$ cat config.mk
export PLATFORM = sky130hd
export DESIGN_NAME = tmr2_ctrl
export DESIGN_NICKNAME = d
export VERILOG_FILES = /design/src/logic/tmr2_pkg.sv /design/src/logic/tmr2_ctrl.sv
export VERILOG_INCLUDE_DIRS = /design/src /design/src/logic
export SDC_FILE = /design/constraint.sdc
export NUM_CORES = 1
export LEC_CHECK = 0
export BUFFER_PORTS_ARGS = -buffer_cell sky130_fd_sc_hd__buf_2
export CORE_MARGIN = 10
export CORE_UTILIZATION = 30
export CTS_CLUSTER_SIZE = 24
export DETAILED_ROUTE_END_ITERATION = 10
export GPL_TIMING_DRIVEN = 0
export PLACE_DENSITY = 0.68
export SLEW_MARGIN = 20
export SYNTH_ARGS = -nofsm -noshare
export SYNTH_HDL_FRONTEND = slang
export SYNTH_SLANG_ARGS = --single-unit
$ cat constraint.sdc
create_clock -name i_clk -period 4.6 [get_ports i_clk]
set_input_delay 1.38 -clock i_clk [delete_from_list [all_inputs] [get_ports i_clk]]
set_output_delay 1.38 -clock i_clk [all_outputs]
set_load 0.03 [all_outputs]
$ cat src/logic/tmr2_map.svh
// register offsets, field positions and reset values of the timer two control block
`ifndef TMR2_MAP_SVH
`define TMR2_MAP_SVH
`define TMR2_OFF_SER_DATA  12'h264
`define TMR2_OFF_RELOAD    12'h268
`define TMR2_OFF_SLV_ADDR  12'h2a4
`define TMR2_OFF_SLV_MASK  12'h2e4
`define TMR2_OFF_CTRL      12'h320
`define TMR2_OFF_IRQ_STAT  12'h400
`define TMR2_OFF_IRQ_MASK  12'h404
`define TMR2_OFF_CLK_STAT  12'h408
`define TMR2_IDX_SER_DATA  8'h99
`define TMR2_IDX_RELOAD    8'h9a
`define TMR2_IDX_SLV_ADDR  8'ha9
`define TMR2_IDX_SLV_MASK  8'hb9
`define TMR2_IDX_CTRL      8'hc8
`define TMR2_BIT_OVF       7
`define TMR2_BIT_EXT       6
`define TMR2_BIT_RXSEL     5
`define TMR2_BIT_TXSEL     4
`define TMR2_RST_CTRL      8'h00
`define TMR2_RST_BYTE      8'h00
`define TMR2_IRQ_OVF       0
`define TMR2_IRQ_EXT       1
`endif

$ cat src/logic/tmr2_pkg.sv
// types of the timer two control block
package tmr2_pkg;
	typedef struct packed {
		logic [7:0] ctrl;
		logic [7:0] ser_data;
		logic [7:0] reload;
		logic [7:0] slv_addr;
		logic [7:0] slv_mask;
		logic [1:0] irq_stat;
		logic [1:0] irq_mask;
		logic       ovf_evt;
		logic       ext_evt;
	} tmr2_state_t;

	typedef struct packed {
		logic rx_tick;
		logic tx_tick;
	} tmr2_baud_t;

	typedef struct packed {
		logic [7:0] bit_set;
		logic [7:0] bit_clr;
	} tmr2_bitop_t;
endpackage : tmr2_pkg

$ cat src/logic/tmr2_ctrl.sv
// timer two flags, interrupt request and uart bit clock selection
`timescale 1ns/1ps
`include "tmr2_map.svh"

module tmr2_ctrl (
	// clock, reset, enable
	input  wire logic               i_clk,
	input  wire logic               i_rst,
	input  wire logic               i_ce,
	// apb slave
	input  wire logic               i_psel,
	input  wire logic               i_penable,
	input  wire logic               i_pwrite,
	input  wire logic [11:0]        i_paddr,
	input  wire logic [31:0]        i_pwdata,
	output logic                    o_pready,
	output logic      [31:0]        o_prdata,
	output logic                    o_pslverr,
	// bit-addressed access to the control register
	input  wire tmr2_pkg::tmr2_bitop_t i_ctrl_bitop,
	// timer events (same clock domain)
	input  wire logic               i_timer_ovf,
	input  wire logic               i_ext_event,
	input  wire logic               i_other_timer_ovf,
	input  wire logic               i_timer_irq_en,
	// uart side
	output tmr2_pkg::tmr2_baud_t    o_baud,
	output logic      [7:0]         o_ctrl,
	output logic      [7:0]         o_ser_data,
	output logic      [7:0]         o_reload,
	output logic      [7:0]         o_slv_addr,
	output logic      [7:0]         o_slv_mask,
	// interrupts
	output logic                    o_timer_irq,
	output logic                    o_irq
);
	import tmr2_pkg::*;

	tmr2_state_t st_reg;
	tmr2_state_t st_next;
	logic        access;
	logic        wr;
	logic [7:0]  wb;

	assign access    = i_psel & i_penable;
	assign wr        = access & i_pwrite & i_ce;
	assign wb        = i_pwdata[7:0];
	assign o_pready  = 1'b1;

	always_comb begin
		o_pslverr = 1'b0;
		o_prdata  = 32'h0000_0000;
		case (i_paddr)
			`TMR2_OFF_SER_DATA: o_prdata[7:0] = st_reg.ser_data;
			`TMR2_OFF_RELOAD:   o_prdata[7:0] = st_reg.reload;
			`TMR2_OFF_SLV_ADDR: o_prdata[7:0] = st_reg.slv_addr;
			`TMR2_OFF_SLV_MASK: o_prdata[7:0] = st_reg.slv_mask;
			`TMR2_OFF_CTRL:     o_prdata[7:0] = st_reg.ctrl;
			`TMR2_OFF_IRQ_STAT: o_prdata[1:0] = st_reg.irq_stat;
			`TMR2_OFF_IRQ_MASK: o_prdata[1:0] = st_reg.irq_mask;
			`TMR2_OFF_CLK_STAT: o_prdata[1:0] = {o_baud.tx_tick, o_baud.rx_tick};
			default:            o_pslverr     = access;
		endcase
	end

	always_comb begin
		logic ovf_hit;
		logic ext_hit;
		ovf_hit = 1'b0;
		ext_hit = 1'b0;
		st_next = st_reg;
		st_next.ctrl = (st_reg.ctrl | i_ctrl_bitop.bit_set) & ~i_ctrl_bitop.bit_clr;
		if (wr) begin
			case (i_paddr)
				`TMR2_OFF_SER_DATA: st_next.ser_data = wb;
				`TMR2_OFF_RELOAD:   st_next.reload   = wb;
				`TMR2_OFF_SLV_ADDR: st_next.slv_addr = wb;
				`TMR2_OFF_SLV_MASK: st_next.slv_mask = wb;
				`TMR2_OFF_CTRL:     st_next.ctrl     = wb;
				`TMR2_OFF_IRQ_MASK: st_next.irq_mask = wb[1:0];
				`TMR2_OFF_IRQ_STAT: st_next.irq_stat = st_reg.irq_stat & ~wb[1:0];
				default: ;
			endcase
		end
		// overflow flag only when timer not used as a bit clock
		ovf_hit = i_timer_ovf & ~st_reg.ctrl[`TMR2_BIT_RXSEL] & ~st_reg.ctrl[`TMR2_BIT_TXSEL];
		ext_hit = i_ext_event;
		// set by hardware and by software writes or bit_set, hardware set wins over software clear
		if (ovf_hit) begin
			st_next.ctrl[`TMR2_BIT_OVF]    = 1'b1;
			st_next.irq_stat[`TMR2_IRQ_OVF] = 1'b1;
		end
		if (ext_hit) begin
			st_next.ctrl[`TMR2_BIT_EXT]    = 1'b1;
			st_next.irq_stat[`TMR2_IRQ_EXT] = 1'b1;
		end
		st_next.ovf_evt = i_timer_ovf;
		st_next.ext_evt = i_ext_event;
	end

	always_ff @(posedge i_clk) begin
		if (i_rst) begin
			st_reg       <= '0;
			st_reg.ctrl  <= `TMR2_RST_CTRL;
			st_reg.reload   <= `TMR2_RST_BYTE;
			st_reg.slv_addr <= `TMR2_RST_BYTE;
			st_reg.slv_mask <= `TMR2_RST_BYTE;
		end else if (i_ce) begin
			st_reg <= st_next;
		end
	end

	assign o_baud = '{
		rx_tick: st_reg.ctrl[`TMR2_BIT_RXSEL] ? i_timer_ovf : i_other_timer_ovf,
		tx_tick: st_reg.ctrl[`TMR2_BIT_TXSEL] ? i_timer_ovf : i_other_timer_ovf
	};

	// timer interrupt request from either flag
	assign o_timer_irq = i_timer_irq_en &
		(st_reg.ctrl[`TMR2_BIT_EXT] | st_reg.ctrl[`TMR2_BIT_OVF]);
	assign o_irq       = |(st_reg.irq_stat & st_reg.irq_mask);

	assign o_ctrl  = st_reg.ctrl;
	assign o_ser_data = st_reg.ser_data;
	assign o_reload   = st_reg.reload;
	assign o_slv_addr = st_reg.slv_addr;
	assign o_slv_mask = st_reg.slv_mask;
endmodule : tmr2_ctrl

# ---- After elaboration in Yosys (flattened, before gate mapping)
# Index checks and enable logic that the tools add are counted.
dict set report totals {
  reg_bits 44
  latchBits 0
  ramBits 0
  romBits 0
  in_bits 70
  wordCells 61
  mem_count 0
}
dict set report classes {
  addsub 0
  mul 0
  n_div 0
  magnitude_cmp 0
  eq_ne 8
  n_shift 0
  mux 17
  bitwise_logic 15
  n_reduce_logical 13
}
# op n
set ops {}
lappend ops {{$eq A12 B10 Y1 const B} 5}
lappend ops {{$mux W44} 1}
lappend ops {{$mux W8} 5}
lappend ops {{$eq A12 B11 Y1 const B} 3}
lappend ops {{$pmux W6 S5} 1}
lappend ops {{$reduce_and A3 Y1} 7}
lappend ops {{$pmux W2 S8} 1}
lappend ops {{$and A8 B8 Y8} 1}
lappend ops {{$not A8 Y8} 1}
lappend ops {{$or A8 B8 Y8} 1}
lappend ops {{$reduce_bool A2 Y1} 4}
lappend ops {{$reduce_or A8 Y1} 1}
lappend ops {{$mux W1} 7}
lappend ops {{$and A1 B1 Y1} 6}
lappend ops {{$and A2 B2 Y2} 2}
lappend ops {{$mux W2} 2}
lappend ops {{$not A1 Y1} 2}
lappend ops {{$not A2 Y2} 1}
lappend ops {{$reduce_or A2 Y1} 1}
lappend ops {{$or A1 B1 Y1} 1}

# ---- Logic depth before layout (Yosys ltp)
# Gate-level depths: netlist of the first run.
dict set report logic_depth {
  word_depth 5
  ltp_mapped 6
  depth_no_buf 4
}

# ---- Least setup slack after synthesis of the first run
# OpenSTA, ideal clock, no wires.
dict set report synth_path {
  path_type {input to output}
  from {input i_paddr[4]}
  to {output o_prdata[0]}
  arrival_ns 2.849
  path_slack_ns 0.371
  stages 4
  path_cell_list {or4bb_1 nor4_4 a22o_1 a211o_1}
}
dict set report synth_between {
  elab_chain_len 2
}
# item line
set synth_lines {}
lappend synth_lines {{from (decl)} tmr2_ctrl.sv:14} ;# input wire logic [11:0] i_paddr,
lappend synth_lines {{$eq A12 B11 Y1 or $eq A12 B10 Y1 (tied branches)} tmr2_ctrl.sv:53} ;# case (i_paddr)
lappend synth_lines {{$pmux W2 S8 *} tmr2_ctrl.sv:53}
lappend synth_lines {{to (decl)} tmr2_ctrl.sv:17} ;# output logic [31:0] o_prdata,
# Mark *: on every way between the ends. The rest lies on a longest branch, timed or not.

# ---- Final worst setup path of the first run
dict set report layout_path {
  from {input i_paddr[1]}
  to {output o_prdata[1]}
}
# The elaborated chain is that of the path after synthesis.

==> results of run 1 <==
power by group:
part | total, uW | switching, uW | internal (uW)
registers | 393 | 7.52 | 386
clock network | 262 | 128 | 134
logic | 155 | 94.7 | 60.0
total | 810 | 231 | 580
cell type report:
class	count	area share
inverters	5	0.00489
multi-input cells	243	0.422
plain buffers	82	0.145
repair buffers	99	0.130
clock buffers	7	0.0251
flip-flops and latches	44	0.230
well taps	133	0.0434
how the worst min path moves through the flow:
stage | startpoint | endpoint | slack, ns | depth (start not counted)
after floorplan | o_slv_addr[0] | o_slv_addr[0] | 0.46 | 2
after global placement | o_slv_addr[4] | o_slv_addr[4] | 0.48 | 2
after detailed placement | o_slv_addr[6] | o_slv_addr[6] | 0.48 | 2
after CTS | o_slv_addr[6] | o_slv_addr[6] | 0.49 | 2
after global routing | o_slv_addr[6] | o_slv_addr[6] | 0.51 | 2
final | o_slv_addr[6] | o_slv_addr[6] | 0.49 | 2
what timing repair did:
action | CTS | global route
buffers inserted | 1 | 0
pin swaps | 2 | 1
endpoints found under the setup margin | 8 | 3
gates resized for setup | 3 | 1
metrics by stage:
stage               total power [uW]  area (um^2)
floorplan                        505         3060
global placement                 553         3710
detailed placement               555         3710
CTS                              813         3830
global route                     843         3840
finish                           810         3840
synthesized netlist by cell type, drive strengths merged, types with 2 or more instances:
| library cell | instances | share of area |
|---|---|---|
| o21ai | 19 | 0.032 |
| nand4 | 9 | 0.021 |
| a221o | 6 | 0.020 |
| a21oi | 17 | 0.029 |
| o22ai | 2 | 0.0042 |
| nor2b | 3 | 0.0063 |
| o21bai | 2 | 0.0051 |
| buf | 70 | 0.17 |
| a31oi | 8 | 0.017 |
| nor4b | 3 | 0.011 |
| clkbuf | 12 | 0.015 |
| dfxtp | 44 | 0.30 |
| nor2 | 24 | 0.030 |
| a211o | 3 | 0.0088 |
| and3 | 2 | 0.0042 |
| mux2i | 30 | 0.10 |
| mux2 | 8 | 0.030 |
| inv | 5 | 0.0063 |
| nor4 | 3 | 0.011 |
| nand3 | 14 | 0.025 |
| a22oi | 8 | 0.020 |
| conb | 2 | 0.0025 |
| nand2b | 39 | 0.082 |
| a22o | 3 | 0.0088 |
| nand2 | 2 | 0.0025 |
per-layer routing:
metal	GRT usage	vias to the layer above	wire length (um)
li1	-	1418	-
met1	0.149	1316	4100
met2	0.219	101	4700
met3	0.0333	15	701
met4	0.0317	0	176
met5	0	-	0
critical path: cells and delay by family:
kind | cells | cell delay [ns]
compound gates | 2 | 0.25
buf+inv | 4 | 0.72
simple gates | 2 | 0.72
logic make-up (layout without fill, tap and decap cells):
group | after synthesis | in the layout
AND/OR/NAND/NOR | 109 | 109
buffers and inverters | 87 | 193
multiplexers | 38 | 38
other | 2 | 25
AO/OA/AOI/OAI | 71 | 71
flip-flops | 44 | 44
==> reports/qor.csv, run 1 <==
metric;value;unit
die_w;120;um
critPathMaxFanout;9;
layout_common_cells;buf_2 (102), buf_4 (66), dfxtp_1 (44);
drive_above_1_share;0.400;
start_util;0.305;
reg2reg_from;o_ctrl[5];
synth-seq-cells;44;
cts_tree;yes;
crit_type;in -> out;
power_leakage;0.00192;uW
drc_errors;0;
dieArea;14300;um^2
r2r_slack;3.49;ns
area_growth;29.1;%
whs;0.487;ns
num_vias;2850;
synth_mux_area_frac;0.131;
drt_iter0_markers;177;
ant_nets;0;
maxCapViolCount;0;
nets;550;
synthSimpleGateAreaFrac;0.223;
crit_path_max_incr_delay;0.52;ns
worstPathCellList;buf_2 > or4b_1 > buf_2 > nor4_4 > buf_4 > a22o_1 > a211o_1 > buf_2;
synth_compound_area_frac;0.152;
fillers;1016;
rr_worst_depth;3;
maxSlewViolCount;0;
synthAdderAreaFrac;0;
grt_setup_unrepaired;no;
status;completed;
wl_per_cell;15.8;um
antenna_found_initial;0;
routed_via_density;4.65;
clock_latency;0.29;ns
crit_end;o_prdata[1];
path_clk_slew;0.08;ns
synth_edf_count;0;
worst_pin_slew;0.562;ns
multiInputGateArea;1620;um^2
crit_top_cell;buf_2;
fin_ws;0.146;ns
antennaDiodeCount;0;
die_h;120;um
track_usage;0.126;
grt_pass1_vias;2990;
drt_wl_total;9690;um
synth_cell_type_count;44;
async_flop_share;0;
crit_path_top_delay_cell;or4b_1;
dp_hpwl;8080;um
cp-start-kind;input pin;
finalHoldViolCount;0;
ctsHoldBuffers;0;
power_density;211;nW/um^2
fin_cells;613;
io_buffers;98;
yosysWarnings;0;
synth_top_family_by_area;simple AND/OR/NAND/NOR gates;
finalCritPeriodShare;0.968;
numCtsBuffers;5;
syn_area;2970;um^2
dp_slack;-0.150;ns
first_pass_iters;4;
worstSetupEndpointType;output port;
io_pins;148;
cts_root_buf;clkbuf_8;
fmax;0.225;GHz
startpoint;i_paddr[1];
clk_path_buf_depth;2;
layout_commonest_cell;buf_2;
fin_setup_tns;0;ns
maxSlewHeadroom;0.624;
regArea;881;um^2
worst_ep_arrival_time;3.07;ns
setup-violations-final;0;
synth-main-ff-cell;dfxtp_1;
avgSynthCellArea;8.46;um^2
place.gp.congestion;0.835;
critPathRequiredTime;3.22;ns
coreArea;9730;um^2
ir_drop;0.102;mV
yosysSeqAreaShare;0.297;
fin_crit;4.45;ns
dp_cells;605;
grt_pass1_wl;14900;um
clock_skew;0.00120;ns
placementRows;36;
utilization;0.394;
hold_class;reg -> reg;
cts.sinks;44;
synthXorXnorAreaFrac;0;
htreeDepth;2;
grt_max_degree;13;
synthCells;351;
grt-ovfl-total;0;
worstReg2RegEnd;o_ctrl[7];
Power figures use the tool's default switching activity.
==> run 2: changes to the inputs <==
--- a/config.mk
+++ b/config.mk
@@ -8,11 +8,11 @@
 export LEC_CHECK = 0
 export BUFFER_PORTS_ARGS = -buffer_cell sky130_fd_sc_hd__buf_2
 export CORE_MARGIN = 10
-export CORE_UTILIZATION = 30
+export CORE_UTILIZATION = 36
 export CTS_CLUSTER_SIZE = 24
 export DETAILED_ROUTE_END_ITERATION = 10
 export GPL_TIMING_DRIVEN = 0
-export PLACE_DENSITY = 0.68
+export PLACE_DENSITY = 0.77
 export SLEW_MARGIN = 20
 export SYNTH_ARGS = -nofsm -noshare
 export SYNTH_HDL_FRONTEND = slang
==> reports/qor.csv, run 2 (synthesis results as in run 1) <==
metric;value;unit
status;completed;
cp_top_family;buffers and inverters;
drt_wl_total;9570;um
critPathMaxFanout;9;
ctsHoldBuffers;0;
rr_worst_depth;3;
crit_type;in -> out;
io_buffers;98;
path_clk_slew;0.09;ns
utilization;0.469;
numCtsBuffers;5;
routed_via_density;5.08;
ir_drop;0.115;mV
num_vias;2979;
min_path_cells;2;
die_w;111;um
maxSlewViolCount;0;
finalCritPeriodShare;0.970;
cts_tree;yes;
fmax;0.224;GHz
drive_above_1_share;0.399;
cts_root_buf;clkbuf_8;
critPathRequiredTime;3.22;ns
worst_pin_slew;0.561;ns
fin_crit;4.46;ns
start_util;0.365;
track_usage;0.147;
nets;550;
hold_class;reg -> reg;
drc_errors;0;
crit_buf_inv;4;
ant_nets;0;
cts.sinks;44;
coreArea;8130;um^2
maxCapViolCount;0;
placementRows;33;
place.gp.congestion;0.863;
crit_path_max_incr_delay;0.51;ns
worstPathCellList;buf_2 > or4b_1 > buf_2 > nor4_4 > buf_4 > a22o_1 > a211o_1 > buf_2;
fin_cells;586;
whs;0.498;ns
finalHoldViolCount;0;
power_leakage;0.00193;uW
dp_slack;-0.209;ns
io_pins;148;
grt_max_degree;14;
fin_setup_tns;0;ns
antennaDiodeCount;0;
drt_iter0_markers;237;
dp_hpwl;7820;um
layout_commonest_cell;buf_2;
wl_per_cell;16.3;um
die_h;111;um
layout_common_cells;buf_2 (102), buf_4 (66), dfxtp_1 (44);
worstSetupEndpointType;output port;
clk_path_buf_depth;2;
first_pass_iters;5;
clock_skew;0.00597;ns
clock_latency;0.30;ns
maxSlewHeadroom;0.625;
crit_top_cell;buf_2;
setup-violations-final;0;
worst_ep_arrival_time;3.08;ns
fillers;811;
antenna_found_initial;0;
fin_ws;0.136;ns
dieArea;12300;um^2
area_growth;28.3;%
cp-start-kind;input pin;
dp_cells;577;
grt-ovfl-total;0;
grt_pass1_wl;15400;um
power_density;222;nW/um^2
grt_setup_unrepaired;no;
grt_pass1_vias;3130;
crit_path_top_delay_cell;or4b_1;
htreeDepth;2;
path_depth;8;
==> run 2: cell types whose count changed in the layout (fill, tap and decap cells not counted) <==
cell / previous run / this run
bufinv_16: 0 / 1
clkbuf_1: 12 / 13
clkbuf_8: 7 / 5
clkinv_2: 0 / 1
==> run 2: where the power goes <==
| part | total (uW) | internal (uW) | switching, uW |
|---|---|---|---|
| logic | 156 | 60.0 | 95.6 |
| clock network | 297 | 161 | 136 |
| registers | 393 | 386 | 7.40 |
| total | 846 | 607 | 239 |
==> run 2: worst reg2reg max path: stages, from the launching register on <==
cell      delay [ns]
dfxtp_1         0.49
nor2_1          0.10
a21boi_0        0.27
a31oi_1         0.11
==> run 2: worst paths after layout <==
check                                    from            end  slack (ns)
worst min register to register  o_slv_addr[7]  o_slv_addr[7]        0.50
worst max-delay path               i_paddr[1]    o_prdata[0]        0.14
worst min-delay path            o_slv_addr[7]  o_slv_addr[7]        0.50
worst max register to register      o_ctrl[5]      o_ctrl[7]        3.50
==> run 2: layout make-up <==
| cell class | count | area (um^2) | share of cell area |
|---|---|---|---|
| flip-flops and latches | 44 | 881 | 0.231 |
| inverters | 5 | 18.8 | 0.00492 |
| clock buffers | 6 | 72.6 | 0.0190 |
| well taps | 105 | 131 | 0.0345 |
| plain buffers | 82 | 558 | 0.146 |
| multi-input cells | 243 | 1620 | 0.424 |
| clock inverters | 2 | 35.0 | 0.00919 |
| repair buffers | 99 | 498 | 0.131 |
==> run 2: timing repair <==
item | in CTS | in global routing
gates resized for setup | 2 | 2
setup buffers | 1 | 0
pin swaps | 1 | 0
hold endpoints to repair | 0 | 0
gates cloned | 0 | 0
setup endpoints to repair | 8 | 8
==> run 2: through the flow <==
| stage | instance area [um^2] | total power (uW) |
|---|---|---|
| after floorplan | 3060 | 505 |
| after global placement | 3680 | 552 |
| after detailed placement | 3680 | 555 |
| after CTS | 3800 | 844 |
| after global routing | 3810 | 877 |
| final | 3810 | 846 |
==> run 2: per-layer routing <==
metal | share of wire | up-vias | global-route usage
li1 | - | 1417 | -
met1 | 0.40 | 1398 | 0.166
met2 | 0.49 | 150 | 0.256
met3 | 0.094 | 14 | 0.0536
met4 | 0.015 | 0 | 0.0365
met5 | 0 | - | 0
